$ cat src/hdl/uart_channel_setup_defines.vh
// Register offsets, field positions, reset values and timing counts
// Assumes inclusion by the design file, its checker and its bench
`ifndef UART_CHANNEL_SETUP_DEFINES_VH
`define UART_CHANNEL_SETUP_DEFINES_VH

// ----------------------------------------------------------------
// Register offsets
// ----------------------------------------------------------------
`define OFS_RX_CHANNEL_COMM_CONFIG 4'h0
`define OFS_RX_CHANNEL_DIVIDER_DATA 4'h1
`define OFS_SERIAL_OUTPUT_LEVEL 4'h2
`define OFS_SERIAL_OUTPUT_ENABLE 4'h3
`define OFS_PORT_A_LATCH 4'h4
`define OFS_PORT_A_DIRECTION 4'h5
`define OFS_PORT_B_LATCH 4'h6
`define OFS_PORT_B_DIRECTION 4'h7
`define OFS_RX_STATUS 4'h8
`define OFS_RX_DATA 4'h9
`define OFS_RX_START 4'hA

// ----------------------------------------------------------------
// Field positions
// ----------------------------------------------------------------
`define RXE_BIT 14
`define PTC_HI 9
`define PTC_LO 8
`define DIR_BIT 7
`define SLC_HI 5
`define SLC_LO 4
`define DLS_HI 1
`define DLS_LO 0
`define DIV_HI 15
`define DIV_LO 9
`define TX_PIN_BIT 0
`define RX_PIN_BIT 7

// ----------------------------------------------------------------
// Codes
// ----------------------------------------------------------------
`define DLS_9BIT 2'h1
`define DLS_7BIT 2'h2
`define DLS_8BIT 2'h3
`define PTC_NONE 2'h0
`define PTC_ZERO 2'h1
`define PTC_EVEN 2'h2
`define PTC_ODD 2'h3
`define SLC_NONE 2'h0
`define SLC_ONE 2'h1
`define SLC_TWO 2'h2

// ----------------------------------------------------------------
// Reset values
// ----------------------------------------------------------------
`define RST_COMM_CONFIG 16'h4697
`define RST_DIVIDER_DATA 16'h9A00
`define RST_OUTPUT_LEVEL 16'h0F0F
`define RST_OUTPUT_ENABLE 16'h0001
`define RST_PORT_A_LATCH 8'h01
`define RST_PORT_A_DIRECTION 8'hFE
`define RST_PORT_B_LATCH 8'h00
`define RST_PORT_B_DIRECTION 8'hFF

// ----------------------------------------------------------------
// Timing
// ----------------------------------------------------------------
`define RX_ENABLE_WAIT_CYCLES 3'h4

`endif

$ cat src/hdl/uart_channel_setup.v
// Serial channel configuration registers, pin control and receive channel
// Assumes one clock, synchronous inputs and a single-cycle register port
`timescale 1ns/1ps
`include "uart_channel_setup_defines.vh"

// Summary of operation
// - Length code 01 gives 9 bits, 10 gives 7, 11 gives 8; 00 unused
// - Divider field bits 15..9 sets bit clock to clock over 2*(field+1)
// - Divider 1001101 gives operation clock over 156 for reception
// - Transmit level bit drives the line low or high; resets high
// - Output gate bit stops or enables serial output; resets enabled
// - Port latch bit drives stored level onto pin in output mode
// - Port direction bit 0 turns output buffer on, 1 turns it off
// - Transmit pin is output with latch high; receive pin is input
// - Parity field selects none, zero, even or odd; receive checks even and odd
// - Bit order 0 shifts MSB first, 1 shifts LSB first
// - Stop field selects none, one or two stop bits; 11 unused
module uart_channel_setup
(
    input wire core_clk_in,
    input wire rst_n_in,
    input wire clk_en_in,
    input wire [3:0] addr_in,
    input wire [15:0] wdata_in,
    input wire wr_in,
    input wire rd_in,
    input wire [7:0] port_a_pin_in,
    input wire [7:0] port_b_pin_in,
    output reg [15:0] rdata_out,
    output reg [7:0] port_a_pin_out,
    output reg [7:0] port_a_pin_oe_n_out,
    output reg [7:0] port_b_pin_out,
    output reg [7:0] port_b_pin_oe_n_out
);

localparam ST_IDLE = 5'h01;
localparam ST_START = 5'h02;
localparam ST_DATA = 5'h04;
localparam ST_PARITY = 5'h08;
localparam ST_STOP = 5'h10;

reg [15:0] rx_channel_comm_config;
reg [15:0] rx_channel_divider_data;
reg [15:0] serial_output_level;
reg [15:0] serial_output_enable;
reg [7:0] port_a_latch;
reg [7:0] port_a_direction;
reg [7:0] port_b_latch;
reg [7:0] port_b_direction;
reg [4:0] state;
reg [7:0] div_cnt;
reg [3:0] bit_cnt;
reg [8:0] shift;
reg [8:0] rx_data;
reg rx_prev;
reg par_acc;
reg stop_cnt;
reg rx_active;
reg rx_done;
reg parity_error;
reg framing_error;
reg [2:0] enable_wait;
reg armed;

wire [1:0] char_length_sel;
wire [1:0] parity_sel;
wire [1:0] stop_bit_sel;
wire bit_order_select;
wire receive_enable_bit;
wire [6:0] div_field;
wire rx_line;
wire [7:0] half_period;
wire tick;
wire [7:0] next_port_a_pin;
wire [7:0] next_port_a_oe_n;
wire [7:0] next_port_b_pin;
wire [7:0] next_port_b_oe_n;
wire tx_drive;
wire channel_start_trigger;

// Number of data bits for a length code
function [3:0] data_bits;
    input [1:0] code;
    begin
        case (code)
            `DLS_9BIT: data_bits = 4'h9;
            `DLS_7BIT: data_bits = 4'h7;
            default: data_bits = 4'h8;
        endcase
    end
endfunction

assign char_length_sel = rx_channel_comm_config[`DLS_HI:`DLS_LO];
assign parity_sel = rx_channel_comm_config[`PTC_HI:`PTC_LO];
assign stop_bit_sel = rx_channel_comm_config[`SLC_HI:`SLC_LO];
assign bit_order_select = rx_channel_comm_config[`DIR_BIT];
assign receive_enable_bit = rx_channel_comm_config[`RXE_BIT];
assign div_field = rx_channel_divider_data[`DIV_HI:`DIV_LO];
assign rx_line = port_b_pin_in[`RX_PIN_BIT];
assign channel_start_trigger = wr_in && (addr_in == `OFS_RX_START) && wdata_in[0];

// ----------------------------------------------------------------
// Bit clock divider
// ----------------------------------------------------------------
// Full bit time is 2*(field+1) cycles; half period counts field+1
assign half_period = {1'b0, div_field} + 8'h01;
assign tick = (div_cnt == 8'h00);

// ----------------------------------------------------------------
// Pin control
// ----------------------------------------------------------------
// Transmit pin carries latch AND serial level while the gate is on
assign tx_drive = serial_output_enable[0] ? serial_output_level[0] : 1'b1;
assign next_port_a_pin = {port_a_latch[7:1], port_a_latch[`TX_PIN_BIT] & tx_drive};
assign next_port_a_oe_n = port_a_direction;
assign next_port_b_pin = port_b_latch;
assign next_port_b_oe_n = port_b_direction;

always @(posedge core_clk_in)
begin
    if (!rst_n_in)
    begin
        port_a_pin_out <= `RST_PORT_A_LATCH;
        port_a_pin_oe_n_out <= `RST_PORT_A_DIRECTION;
        port_b_pin_out <= `RST_PORT_B_LATCH;
        port_b_pin_oe_n_out <= `RST_PORT_B_DIRECTION;
    end
    else if (clk_en_in)
    begin
        port_a_pin_out <= next_port_a_pin;
        port_a_pin_oe_n_out <= next_port_a_oe_n;
        port_b_pin_out <= next_port_b_pin;
        port_b_pin_oe_n_out <= next_port_b_oe_n;
    end
end

// ----------------------------------------------------------------
// Register port
// ----------------------------------------------------------------
always @(posedge core_clk_in)
begin
    if (!rst_n_in)
    begin
        rx_channel_comm_config <= `RST_COMM_CONFIG;
        rx_channel_divider_data <= `RST_DIVIDER_DATA;
        serial_output_level <= `RST_OUTPUT_LEVEL;
        serial_output_enable <= `RST_OUTPUT_ENABLE;
        port_a_latch <= `RST_PORT_A_LATCH;
        port_a_direction <= `RST_PORT_A_DIRECTION;
        port_b_latch <= `RST_PORT_B_LATCH;
        port_b_direction <= `RST_PORT_B_DIRECTION;
        rdata_out <= 16'h0000;
    end
    else if (clk_en_in)
    begin
        if (wr_in)
        begin
            case (addr_in)
                `OFS_RX_CHANNEL_COMM_CONFIG: rx_channel_comm_config <= wdata_in;
                `OFS_RX_CHANNEL_DIVIDER_DATA: rx_channel_divider_data <= wdata_in;
                `OFS_SERIAL_OUTPUT_LEVEL: serial_output_level <= wdata_in;
                `OFS_SERIAL_OUTPUT_ENABLE: serial_output_enable <= wdata_in;
                `OFS_PORT_A_LATCH: port_a_latch <= wdata_in[7:0];
                `OFS_PORT_A_DIRECTION: port_a_direction <= wdata_in[7:0];
                `OFS_PORT_B_LATCH: port_b_latch <= wdata_in[7:0];
                `OFS_PORT_B_DIRECTION: port_b_direction <= wdata_in[7:0];
                default: ;
            endcase
        end
        if (rd_in)
        begin
            case (addr_in)
                `OFS_RX_CHANNEL_COMM_CONFIG: rdata_out <= rx_channel_comm_config;
                `OFS_RX_CHANNEL_DIVIDER_DATA: rdata_out <= rx_channel_divider_data;
                `OFS_SERIAL_OUTPUT_LEVEL: rdata_out <= serial_output_level;
                `OFS_SERIAL_OUTPUT_ENABLE: rdata_out <= serial_output_enable;
                `OFS_PORT_A_LATCH: rdata_out <= {8'h00, port_a_latch};
                `OFS_PORT_A_DIRECTION: rdata_out <= {8'h00, port_a_direction};
                `OFS_PORT_B_LATCH: rdata_out <= {8'h00, port_b_latch};
                `OFS_PORT_B_DIRECTION: rdata_out <= {8'h00, port_b_direction};
                `OFS_RX_STATUS: rdata_out <= {11'h000, (enable_wait == 3'h0), rx_active,
                                              framing_error, parity_error, rx_done};
                `OFS_RX_DATA: rdata_out <= {7'h00, rx_data};
                default: rdata_out <= 16'h0000;
            endcase
        end
        else
        begin
            rdata_out <= 16'h0000;
        end
    end
end

// ----------------------------------------------------------------
// Receiver
// ----------------------------------------------------------------
always @(posedge core_clk_in)
begin
    if (!rst_n_in)
    begin
        state <= ST_IDLE;
        div_cnt <= 8'h00;
        bit_cnt <= 4'h0;
        shift <= 9'h000;
        rx_data <= 9'h000;
        rx_prev <= 1'b1;
        par_acc <= 1'b0;
        stop_cnt <= 1'b0;
        rx_active <= 1'b0;
        rx_done <= 1'b0;
        parity_error <= 1'b0;
        framing_error <= 1'b0;
        enable_wait <= 3'h0;
        armed <= 1'b0;
    end
    else if (clk_en_in)
    begin
        rx_prev <= rx_line;
        // Done, parity error and framing error flags clear on a read of the status register
        if (rd_in && (addr_in == `OFS_RX_STATUS))
        begin
            rx_done <= 1'b0;
            parity_error <= 1'b0;
            framing_error <= 1'b0;
        end
        // Four-cycle settle window after enable; start is ignored until it ends
        if (!receive_enable_bit)
        begin
            enable_wait <= `RX_ENABLE_WAIT_CYCLES;
            armed <= 1'b0;
        end
        else if (enable_wait != 3'h0)
        begin
            enable_wait <= enable_wait - 3'h1;
        end
        else if (channel_start_trigger)
        begin
            armed <= 1'b1;
        end
        if (!tick)
        begin
            div_cnt <= div_cnt - 8'h01;
        end
        case (state)
            ST_IDLE:
            begin
                if (armed && rx_prev && !rx_line)
                begin
                    state <= ST_START;
                    div_cnt <= half_period - 8'h01;
                    rx_active <= 1'b1;
                end
            end
            ST_START:
            begin
                if (tick)
                begin
                    div_cnt <= half_period + half_period - 8'h01;
                    if (rx_line)
                    begin
                        state <= ST_IDLE;
                        rx_active <= 1'b0;
                    end
                    else
                    begin
                        state <= ST_DATA;
                        bit_cnt <= 4'h0;
                        par_acc <= 1'b0;
                        shift <= 9'h000;
                    end
                end
            end
            ST_DATA:
            begin
                if (tick)
                begin
                    div_cnt <= half_period + half_period - 8'h01;
                    par_acc <= par_acc ^ rx_line;
                    if (bit_order_select)
                    begin
                        shift <= {rx_line, shift[8:1]};
                    end
                    else
                    begin
                        shift <= {shift[7:0], rx_line};
                    end
                    bit_cnt <= bit_cnt + 4'h1;
                    if (bit_cnt + 4'h1 == data_bits(char_length_sel))
                    begin
                        stop_cnt <= 1'b0;
                        if (parity_sel == `PTC_NONE)
                        begin
                            state <= ST_STOP;
                        end
                        else
                        begin
                            state <= ST_PARITY;
                        end
                    end
                end
            end
            ST_PARITY:
            begin
                if (tick)
                begin
                    div_cnt <= half_period + half_period - 8'h01;
                    state <= ST_STOP;
                    if (((parity_sel == `PTC_EVEN) && (par_acc ^ rx_line)) ||
                        ((parity_sel == `PTC_ODD) && !(par_acc ^ rx_line)))
                    begin
                        parity_error <= 1'b1;
                    end
                end
            end
            ST_STOP:
            begin
                if (tick || (stop_bit_sel == `SLC_NONE))
                begin
                    div_cnt <= half_period + half_period - 8'h01;
                    if ((stop_bit_sel != `SLC_NONE) && !rx_line)
                    begin
                        framing_error <= 1'b1;
                    end
                    if ((stop_bit_sel == `SLC_TWO) && !stop_cnt)
                    begin
                        stop_cnt <= 1'b1;
                    end
                    else
                    begin
                        state <= ST_IDLE;
                        rx_active <= 1'b0;
                        rx_done <= 1'b1;
                        // Right-align shorter characters taken LSB first
                        if (bit_order_select)
                        begin
                            rx_data <= shift >> (4'h9 - data_bits(char_length_sel));
                        end
                        else
                        begin
                            rx_data <= shift;
                        end
                    end
                end
            end
            default:
            begin
                state <= ST_IDLE;
                rx_active <= 1'b0;
            end
        endcase
    end
end

endmodule

$ cat config.mk
export PLATFORM = sky130hd
export DESIGN_NAME = uart_channel_setup
export DESIGN_NICKNAME = d
export VERILOG_FILES = /design/src/hdl/uart_channel_setup.v
export VERILOG_INCLUDE_DIRS = /design/src /design/src/hdl
export SDC_FILE = /design/constraint.sdc
export NUM_CORES = 1
export LEC_CHECK = 0
export BUFFER_PORTS_ARGS = -buffer_cell sky130_fd_sc_hd__buf_2
export CAP_MARGIN = 5
export CORE_AREA = 2 2 155 157
export CTS_BUF_LIST = sky130_fd_sc_hd__clkbuf_8
export DETAILED_ROUTE_END_ITERATION = 8
export DIE_AREA = 0 0 157 159
export PLACE_DENSITY = 0.58
export SLEW_MARGIN = 20
export SYNTH_ARGS = -nofsm -noshare
export SYNTH_HDL_FRONTEND = slang
export SYNTH_SLANG_ARGS = --single-unit
$ cat constraint.sdc
create_clock -name core_clk_in -period 3.9 [get_ports core_clk_in]
set_input_delay 0.195 -clock core_clk_in [delete_from_list [all_inputs] [get_ports core_clk_in]]
set_output_delay 0.195 -clock core_clk_in [all_outputs]
set_load 0.03 [all_outputs]
## Word-level counts from Yosys, hierarchy flattened

Cells that the tools add are included.

- Bits in registers: 190
- Logic and storage cells: 185

- Add/subtract/negate cells: 8
- Eq/ne operators: 34
- Shifts and indexed selects: 1
- Mux-type cells: 71
- Bitwise operators: 4
- Reduce and logical (&&, ||, !) cells: 40

Operators by type and width:

| kind | count |
|---|---|
| case mux 16 bit (10 select lines) | 1 |
| two-way mux 4 bit | 13 |
| two-way mux 9 bit | 5 |
| two-way mux 5 bit | 8 |
| two-way mux 8 bit | 4 |
| two-way mux 1 bit | 28 |
| AND reduction 3 bit | 9 |
| case mux 5 bit (5 select lines) | 1 |
| case mux 8 bit (3 select lines) | 1 |
| subtractor 8 x 1 -> 8 bit (second input constant) | 3 |
| != test 2 bit (second input constant) | 11 |
| case mux 9 bit (2 select lines) | 1 |
| == test 4 x 3 -> 1 bit (second input constant) | 4 |
| two-way mux 16 bit | 1 |
| case mux 4 bit (2 select lines) | 2 |
| == test 4 bit (second input constant) | 3 |
| logical AND 1 bit | 9 |
| two-way mux 3 bit | 3 |
| >> shifter 9 x 4 -> 9 bit | 1 |
| adder 7 x 1 -> 8 bit (second input constant) | 1 |
| adder 8 bit | 1 |
| == test 2 bit (second input constant) | 4 |
| == test 4 x 2 -> 1 bit (second input constant) | 2 |
| logical NOT 8 bit | 1 |
| other kinds (32) | 41 |

## Depth between registers and ports, before layout

Gate-level depths: netlist of the first run.

- Depth after elaboration: 11
- Mapped depth: 10

## Worst setup path before layout of the first run

Ideal clock, no wire load.

- Path type: flip-flop to flip-flop
- Start point: register rx_channel_comm_config[0]
- End point: register state[0]
- Library setup time: 0.120 ns
- Arrival time: 2.122 ns
- Slack: 1.658 ns
- Cell stages (with the launch flop): 9
- Path buffers: 1
- Clock period less this slack: 2.242 ns
- Cells stage by stage: dfxtp_1 > inv_1 > ha_1 > clkbuf_1 > xor2_1 > or4_1 > mux2i_1 > o221ai_2 > a211o_1

- Cells in the longest elaborated chain, start to end: 9
- Elaborated cells between the ends (all ways): 10
- Classes of those cells: eq/ne: 4; mux: 5; reduce/logical: 1

Ends and longest elaborated chain:

| what | RTL line | RTL |
|---|---|---|
| start: declaration | uart_channel_setup.v:42 | `reg [15:0] rx_channel_comm_config;` |
| start signal: assignment | uart_channel_setup.v:144 | `` rx_channel_comm_config <= `RST_COMM_CONFIG; `` |
| start signal: assignment | uart_channel_setup.v:159 | `` `OFS_RX_CHANNEL_COMM_CONFIG: rx_channel_comm_config <= wdata_in; `` |
| == test 2 bit or == test 2 x 1 -> 1 bit (tied branches) | uart_channel_setup.v:85 | `case (code)` |
| case mux 4 bit (2 select lines) * | uart_channel_setup.v:85 |  |
| two-way mux 4 bit * | uart_channel_setup.v:275 | `if (tick)` |
| two-way mux 4 bit * | uart_channel_setup.v:244 | `case (state)` |
| two-way mux 4 bit * | uart_channel_setup.v:216 | `else if (clk_en_in)` |
| two-way mux 4 bit * | uart_channel_setup.v:199 | `if (!rst_n_in)` |
| == test 4 bit * | uart_channel_setup.v:288 | `if (bit_cnt + 4'h1 == data_bits(char_length_sel))` |
| != test 2 bit (no source line) * | n/a |  |
| AND reduction 8 bit (no source line) * | n/a |  |
| end signal: assignment | uart_channel_setup.v:201 | `state <= ST_IDLE;` |
| end signal: assignment | uart_channel_setup.v:293 | `state <= ST_STOP;` |
| end signal: assignment | uart_channel_setup.v:297 | `state <= ST_PARITY;` |
| end: declaration | uart_channel_setup.v:50 | `reg [4:0] state;` |

Every way passes the cells marked *; elsewhere a longest branch is shown, timed or not. The select of a mux whose other input is x is not followed.
A chain may end at the register's enable or synchronous reset.

## Worst setup path in the final report of the first run

- Start point: register div_cnt[0]
- End point: register rx_data[0]

- Cells in the longest elaborated chain, start to end: 3

Ends and longest elaborated chain:

| what | RTL line | RTL |
|---|---|---|
| start: declaration | uart_channel_setup.v:51 | `reg [7:0] div_cnt;` |
| start signal: assignment | uart_channel_setup.v:242 | `div_cnt <= div_cnt - 8'h01;` |
| start signal: assignment | uart_channel_setup.v:250 | `div_cnt <= half_period - 8'h01;` |
| start signal: assignment | uart_channel_setup.v:258 | `div_cnt <= half_period + half_period - 8'h01;` |
| logical NOT 8 bit | uart_channel_setup.v:107 | `assign tick = (div_cnt == 8'h00);` |
| logical OR 1 bit | uart_channel_setup.v:317 | `` if (tick \|\| (stop_bit_sel == `SLC_NONE)) `` |
| AND reduction 4 bit (no source line) | n/a |  |
| end signal: assignment | uart_channel_setup.v:336 | `rx_data <= shift >> (4'h9 - data_bits(char_length_sel));` |
| end signal: assignment | uart_channel_setup.v:340 | `rx_data <= shift;` |
| end: declaration | uart_channel_setup.v:54 | `reg [8:0] rx_data;` |

No other way between the ends.

==> flow_summary.toml, run 1 <==
[run_status]
status = "finished, final reports clean"

[floorplan]
die_h_um = 159
io_pins = 89
die_x_um = 157
dieArea_um2 = 25000
initial_core_util_pct = 39.6
rows = 56
core_um2 = 23200

[synthesis]
synth_top_cell_area_share_pct = 41.4
yosys_warnings = 0
netlist_instances = 1090
avgSynthCellArea_um2 = 8.42
yosys-top-cells-count = "nand2_1 (205), dfxtp_1 (190), a21oi_1 (86)"
yosys.area.top_type = "dfxtp_1"
async_flop_share_pct = 0
synth_cell_types = 77
syn-cell-area_um2 = 9180
synth_seq_area_share_pct = 41.4
synth.most_common_cell = "nand2_1"
ys_seq_elements = 190
syn_nets = 1138
synth_enable_flop_cells = 0
synthTopCellsByArea = "dfxtp_1 (41%), nand2_1 (8.4%), mux2i_1 (8.3%), a21oi_1 (4.7%), clkbuf_1 (2.9%)"
ys.flop_type = "dfxtp_1"

[critical_path]
endpoint_kind = "flop"
arrival_ns = 3.08
cp-start-kind = "flop"
path_max_fanout = 15
criticalPathCategory = "flop to flop"
required_ns = 4.29
rrSetupSlack_ns = 1.21

[grt]
met3_usage_pct = 3.70
grtUsageTotal_pct = 21.5
grt_most_used_layer = "met2"
overflow = 0
grt_pass1_vias = 7373
grt_pass1_wl_mm = 42.4
grt_max_degree = 66
use_met2_pct = 33.4
met1_usage_pct = 31.0
antenna_found_initial = 0

[route]
wl_mm = 26.8
first_iter_violations = 716
ant_nets = 0
drcViolationCount = 0
avgViaCountPerCell = 5.57
wl_per_cell_um = 18.5
vias = 8047
dr.pass1.iters = 8

[sta]
tns_ns = 0
final-setup-viol-count = 0
tightest_slew_ns = 1.06
clock_skew_ns = 0.0157
max_slew_margin_pct = 29.2
hold_viol = 0
period_share_pct = 68.9
rsz0062_at_grt = "no"
min_period_ns = 2.69
hold_ws_ns = 0.0747
drv_slew = 0
fmax_mhz = 372

[power_and_ir_drop]
ir_drop_uv = 171
power_frac_comb_pct = 12.8
p_leak_nw = 3.92
swShare_pct = 29.1
p_clk_share_pct = 34.9
internal_power_mw = 2.74
p_per_area_nw_per_um2 = 380
p_switching_mw = 1.12
p_total_mw = 3.87
pwr-share-seq_pct = 52.3

[cells_and_area]
drive_above_1_share_pct = 14.1
area_growth_pct = 10.8
n_fill_cell = 2334
diodes = 0
nets = 1163
finalInstanceArea_um2 = 10200

[cts]
clk_latency_ns = 0.47
cts_tree = "yes"
path_clk_slew_ns = 0.11
cts_max_level = 4
cts.path.max_buffers = 2
cts_root_buf = "clkbuf_8"
clock_sinks = 190
numCtsBuffers = 17
cts_setup_buffers = 0

[place]
gp_congestion = 0.819
io_buffer_count = 73
dp_hpwl_mm = 18.0
placed_area_um2 = 9710

[hold_path]
hp-class = "input port to flop"

[flow_run]
cap_violations = 0
[cell type report]
class                           count  area, um^2  share of cell area, %
Sequential cell                   190        3800                   37.4
Inverter                           14        56.3                  0.553
Multi-Input combinational cell    793        4950                   48.6
Clock inverter                     14         156                   1.54
Clock buffer                       17         234                   2.30
Tap cell                          319         399                   3.92
Timing Repair Buffer               99         581                   5.71
[power groups by stage]
stage          Sequential [mW]  Combinational (mW)  Clock (mW)
2_1_floorplan             2.06               0.367           0
3_3_place_gp              2.06               0.480           0
3_5_place_dp              2.06               0.486           0
4_1_cts                   2.02               0.495        1.38
5_1_grt                   2.03               0.548        1.46
6_report                  2.02               0.494        1.35
[sequential cells by signal, indices dropped and copies added (netlist names), 5 cells and up]
register	count
state	5
rx_channel_divider_data	16
rdata_out	16
serial_output_enable	16
rx_data	9
port_a_pin_oe_n_out	8
next_port_a_oe_n	8
serial_output_level	16
next_port_b_oe_n	8
port_b_pin_oe_n_out	8
rx_channel_comm_config	16
port_a_latch	8
next_port_b_pin	8
port_a_pin_out	8
shift	9
port_b_pin_out	8
div_cnt	8
[metrics by stage]
step,utilization (%),instances,setup WS (ns)
6_report,43.9,1446,1.21
5_1_grt,43.9,1446,0.954
4_1_cts,43.9,1446,1.20
3_5_place_dp,41.8,1407,1.26
3_3_place_gp,41.8,1407,1.27
2_1_floorplan,-,1090,1.66
[logic make-up after synthesis]
family                     count (synthesis)  synth area share (%)
and+or+nand+nor                          443                  23.3
AOI/OAI and AO/OA                        241                  17.7
DFF                                      190                  41.4
buffers and inverters                    107                  4.92
muxes                                     92                  10.7
xor gates and xnor gates                  10                 0.954
adders and majority gates                  7                 0.954
[path summary, 6_finish.rpt]
kind | start | end | cells after the start
worst max-delay path | div_cnt[0] | rx_data[0] | 8
worst min register to register | serial_output_enable[9] | serial_output_enable[9] | 2
worst min-delay path | wdata_in[2] | rx_channel_divider_data[2] | 3
worst max register to register | div_cnt[0] | rx_data[0] | 8
[repair_timing]
action                     in CTS  in global routing
gates resized for setup         0                  0
hold endpoints to repair       26                  0
hold buffers                    8                  0
setup endpoints to repair       0                  0
[metal layers]
layer | up-vias | wire [um]
met1 | 3862 | 12400
met3 | 29 | 1550
met4 | 0 | 442
met2 | 231 | 12400
li1 | 3925 | -
met5 | - | 0
[critical path, cell delays in order (launching register included)]
cell,delay [ns]
dfxtp_1,0.37
inv_1,0.07
ha_1,0.27
nor4b_4,0.32
and2_1,0.46
inv_4,0.10
a211oi_4,0.58
o221ai_1,0.23
a21oi_1,0.21
[cell usage in the layout, fill, tap and decap left out, types with 8 or more instances in the layout]
master         count
nand3b_1          10
a21oi_1           86
inv_1             12
nor2_1            68
o211ai_1           8
o21ai_0           36
and2_1            16
nor3_1            21
a22oi_1           12
nand2b_1           9
dfxtp_1          190
buf_4             18
nor3b_1            9
nand2_1          205
dlygate4sd3_1      8
mux2i_1           76
nand3_1           46
mux2_2            12
clkbuf_8          17
buf_2             73
nor2b_1            8
a31oi_1            8
o2bb2ai_1         11
a22o_1            11
a221oi_1          13
No activity file was read; power rests on OpenSTA's default activity.
==> run 2: changes to the inputs <==
==> constraint.sdc (replaced) <==
create_clock -name core_clk_in -period 2.8 [get_ports core_clk_in]
set_input_delay 0.14 -clock core_clk_in [delete_from_list [all_inputs] [get_ports core_clk_in]]
set_output_delay 0.14 -clock core_clk_in [all_outputs]
set_load 0.03 [all_outputs]
==> flow_summary.toml, run 2 (synthesis results as in run 1) <==
[place]
place_inst = 1419
dp_hpwl_mm = 18.6
gp_congestion = 0.846
io_buffer_count = 73

[sta]
rsz0062_at_grt = "no"
fmax_mhz = 404
clock_skew_ns = 0.0202
tightest_slew_ns = 1.10
period_share_pct = 88.4
final-setup-viol-count = 0
hold_viol = 0
drv_slew = 0
max_slew_margin_pct = 26.7
tns_ns = 0
min_period_ns = 2.48

[route]
vias = 8071
drcViolationCount = 0
dr.pass1.iters = 6
avgViaCountPerCell = 5.51
ant_nets = 0
first_iter_violations = 648
wl_per_cell_um = 18.4
wl_mm = 26.9

[critical_path]
arrival_ns = 2.86
critPathMaxStageDelay_ns = 0.45
cp_slowest_cell = "and2_1"
criticalPathCategory = "flop to flop"
rrSetupSlack_ns = 0.32
ff2ff_path_depth = 8
r2r_start = "div_cnt[0]"
required_ns = 3.18
path_max_fanout = 10
cp-start-kind = "flop"
cp-endpoint = "state[0]"
endpoint_kind = "flop"
cp-startpoint = "div_cnt[0]"
crit_chain = "inv_1 > ha_1 > nor4b_4 > and2_1 > inv_4 > a311oi_2 > o221ai_2 > a211o_1"
r2r-end = "state[0]"

[flow_run]
cap_violations = 0

[cells_and_area]
final_cell_mix = "nand2_1 (205), dfxtp_1 (190), a21oi_1 (86)"
stdcell_count = 1465
final_common_cell = "nand2_1"
diodes = 0
drive_above_1_share_pct = 15.0
multi_input_area_um2 = 4940
seq_area_um2 = 3800
area_growth_pct = 12.9
nets = 1181
n_fill_cell = 2371

[floorplan]
dieArea_um2 = 25000
initial_core_util_pct = 39.6
core_um2 = 23200
rows = 56
die_x_um = 157
die_h_um = 159
io_pins = 89

[cts]
path_clk_slew_ns = 0.12
cts.path.max_buffers = 2
cts_root_buf = "clkbuf_8"
cts_setup_buffers = 0
clock_sinks = 190
clk_latency_ns = 0.48
cts_max_level = 4
cts_tree = "yes"
numCtsBuffers = 17

[grt]
overflow = 0
grt_max_degree = 63
grtUsageTotal_pct = 21.8
grt_pass1_wl_mm = 42.8
grt_pass1_vias = 7487
antenna_found_initial = 0

[run_status]
status = "finished, final reports clean"

[power_and_ir_drop]
p_per_area_nw_per_um2 = 523
p_leak_nw = 4.02
ir_drop_uv = 257

[hold_path]
hp-class = "input port to flop"
[run 2: per-layer routing]
metal | wire length [um] | vias up | part of all wire [%] | GRT usage (%)
li1 | - | 3976 | - | -
met1 | 12800 | 3826 | 48 | 31.7
met2 | 12000 | 230 | 45 | 33.1
met3 | 1500 | 39 | 5.6 | 3.76
met4 | 524 | 0 | 1.9 | 6.21
met5 | 0 | - | 0 | 0
[run 2: critical path: cells and delay by family, from the launching register on]
family,cells,cell delay [ns]
buffers and inverters,2,0.17
flip-flops,1,0.37
adder cells (fa/ha/maj),1,0.26
AO/OA/AOI/OAI,3,0.81
AND/OR/NAND/NOR,2,0.76
[run 2: cell type report]
class                      count  area share (%)
sequential                   190            36.7
inverter                      14           0.543
multi-input combinational    793            47.6
tap                          319            3.85
clock inverter                15            1.70
timing repair buffer         117            7.29
clock buffer                  17            2.26
[run 2: repair_timing]
item	CTS	global route
gates resized for setup	0	0
hold buffers	14	0
hold endpoints to repair	50	0
[run 2: where the power goes]
group	internal (mW)	leakage, nW	switching [mW]
registers	2.75	1.54	0.0607
clock network	0.757	0.205	1.14
logic	0.273	2.28	0.437
total	3.78	4.02	1.64
[run 2: stage by stage]
step / util, % / setup WS (ns) / power (mW) / cell area, um^2 / hold slack, ns
after global routing: 44.7 / 0.135 / 5.66 / 10400 / 0.0156
after CTS: 44.7 / 0.344 / 5.46 / 10400 / 0.0108
final: 44.7 / 0.324 / 5.42 / 10400 / 0.0378
after global placement: 42.3 / 0.380 / 3.56 / 9810 / 0.416
after floorplan: - / 0.558 / 3.37 / 9180 / 0.264
after detailed placement: 42.3 / 0.366 / 3.56 / 9810 / 0.420
[run 2: worst min-delay path by stage]
stage | cells after the start | slack [ns] | endpoint | startpoint
finish | 3 | 0.04 | rx_channel_divider_data[7] | wdata_in[7]
global route | 3 | 0.02 | serial_output_enable[5] | wdata_in[5]
CTS | 3 | 0.01 | serial_output_enable[5] | wdata_in[5]
detailed placement | 3 | 0.42 | rx_channel_divider_data[12] | wdata_in[12]
global placement | 3 | 0.42 | rx_channel_divider_data[12] | wdata_in[12]
floorplan | 2 | 0.26 | rx_channel_divider_data[12] | wdata_in[12]
==> run 3: changes to the inputs <==
--- a/config.mk
+++ b/config.mk
@@ -12,7 +12,7 @@
 export CTS_BUF_LIST = sky130_fd_sc_hd__clkbuf_8
 export DETAILED_ROUTE_END_ITERATION = 8
 export DIE_AREA = 0 0 157 159
-export PLACE_DENSITY = 0.58
+export PLACE_DENSITY = 0.54
 export SLEW_MARGIN = 20
 export SYNTH_ARGS = -nofsm -noshare
 export SYNTH_HDL_FRONTEND = slang
==> flow_summary.toml, run 3 (synthesis results as in run 1) <==
[critical_path]
ff2ff_path_depth = 8
required_ns = 3.18
endpoint_kind = "flop"
arrival_ns = 2.86
cp-start-kind = "flop"
criticalPathCategory = "flop to flop"
path_max_fanout = 10
rrSetupSlack_ns = 0.32

[cts]
clock_sinks = 190
cts_setup_buffers = 0
cts_resized = 0
cts_tree = "yes"
clk_latency_ns = 0.48
cts_root_buf = "clkbuf_8"
cts_max_level = 4
numCtsBuffers = 17
cts.path.max_buffers = 2
path_clk_slew_ns = 0.12

[floorplan]
rows = 56
io_pins = 89
die_h_um = 159
core_um2 = 23200
initial_core_util_pct = 39.6
dieArea_um2 = 25000
die_x_um = 157

[hold_path]
holdPathStages = 3
hp-class = "input port to flop"

[cells_and_area]
multi_input_area_um2 = 4940
post-route-util_pct = 44.8
diodes = 0
stdcell_count = 1468
nets = 1184
drive_above_1_share_pct = 15.4
area_growth_pct = 13.2
final_cell_mix = "nand2_1 (205), dfxtp_1 (190), a21oi_1 (86)"
seq_area_um2 = 3800
n_fill_cell = 2348
final_common_cell = "nand2_1"

[sta]
max_slew_margin_pct = 44.5
tns_ns = 0
min_period_ns = 2.48
rsz0062_at_grt = "no"
timing.final.ws_setup_ns = 0.321
period_share_pct = 88.5
final-setup-viol-count = 0
tightest_slew_ns = 0.832
hold_viol = 0
fmax_mhz = 403
hold_ws_ns = 0.0298
clock_skew_ns = 0.0215
drv_slew = 0

[flow_run]
cap_violations = 0

[power_and_ir_drop]
ir_drop_uv = 252
p_clk_share_pct = 34.9
power_frac_comb_pct = 13.1
pwr-share-seq_pct = 51.9
p_leak_nw = 4.03
p_per_area_nw_per_um2 = 522
swShare_pct = 31.3
p_switching_mw = 1.70
internal_power_mw = 3.73

[place]
gp_congestion = 0.870
dp_hpwl_mm = 19.2
place_inst = 1423
place_ws_ns = 0.352
io_buffer_count = 73

[grt]
antenna_found_initial = 0
grt_pass1_vias = 7706
overflow = 0
grtUsageTotal_pct = 22.5
grt_max_degree = 58
grt_pass1_wl_mm = 44.1

[route]
vias = 8132
drcViolationCount = 0
dr.pass1.iters = 4
avgViaCountPerCell = 5.54
wl_mm = 27.8
ant_nets = 0
first_iter_violations = 615
wl_per_cell_um = 19.0

[run_status]
status = "finished, final reports clean"
run 3: worst paths after layout:
check,start,endpoint
worst max-delay path,div_cnt[0],state[0]
worst min-delay path,wdata_in[7],serial_output_enable[7]
worst max register to register,div_cnt[0],state[0]
worst min register to register,serial_output_enable[14],serial_output_enable[14]
run 3: metrics by stage:
step                cell area (um^2)  power, mW
global placement                9840       3.57
CTS                            10400       5.47
detailed placement              9840       3.57
global route                   10400       5.66
floorplan                       9180       3.37
finish                         10400       5.42
run 3: cell type report:
class / count / area share, %
multi-input cells: 793 / 47.5
flip-flops and latches: 190 / 36.6
repair buffers: 120 / 7.46
well taps: 319 / 3.84
clock buffers: 17 / 2.25
clock inverters: 15 / 1.79
inverters: 14 / 0.542
run 3: critical path: stages (launching register included):
cell	delay [ns]
dfxtp_1	0.38
inv_1	0.07
ha_1	0.25
nor4b_4	0.31
and2_1	0.46
inv_4	0.10
a311oi_2	0.23
o221ai_2	0.23
a211o_1	0.34
run 3: timing repair:
item | in CTS | in global routing
hold buffers | 13 | 0
endpoints found under the hold margin | 50 | 0
setup endpoints to repair | 0 | 0
run 3: power groups by stage:
stage | clock network [mW] | registers, mW | logic (mW)
floorplan | 0 | 2.86 | 0.511
global route | 2.05 | 2.82 | 0.787
global placement | 0 | 2.88 | 0.692
CTS | 1.94 | 2.81 | 0.711
finish | 1.89 | 2.81 | 0.713
detailed placement | 0 | 2.87 | 0.693
run 3: per-layer routing:
| metal | vias up | track usage (%) | wire length (um) |
|---|---|---|---|
| met1 | 3902 | 32.2 | 13200 |
| met4 | 0 | 7.05 | 584 |
| li1 | 3983 | - | - |
| met2 | 210 | 34.8 | 12800 |
| met5 | - | 0 | 0 |
| met3 | 37 | 3.59 | 1240 |
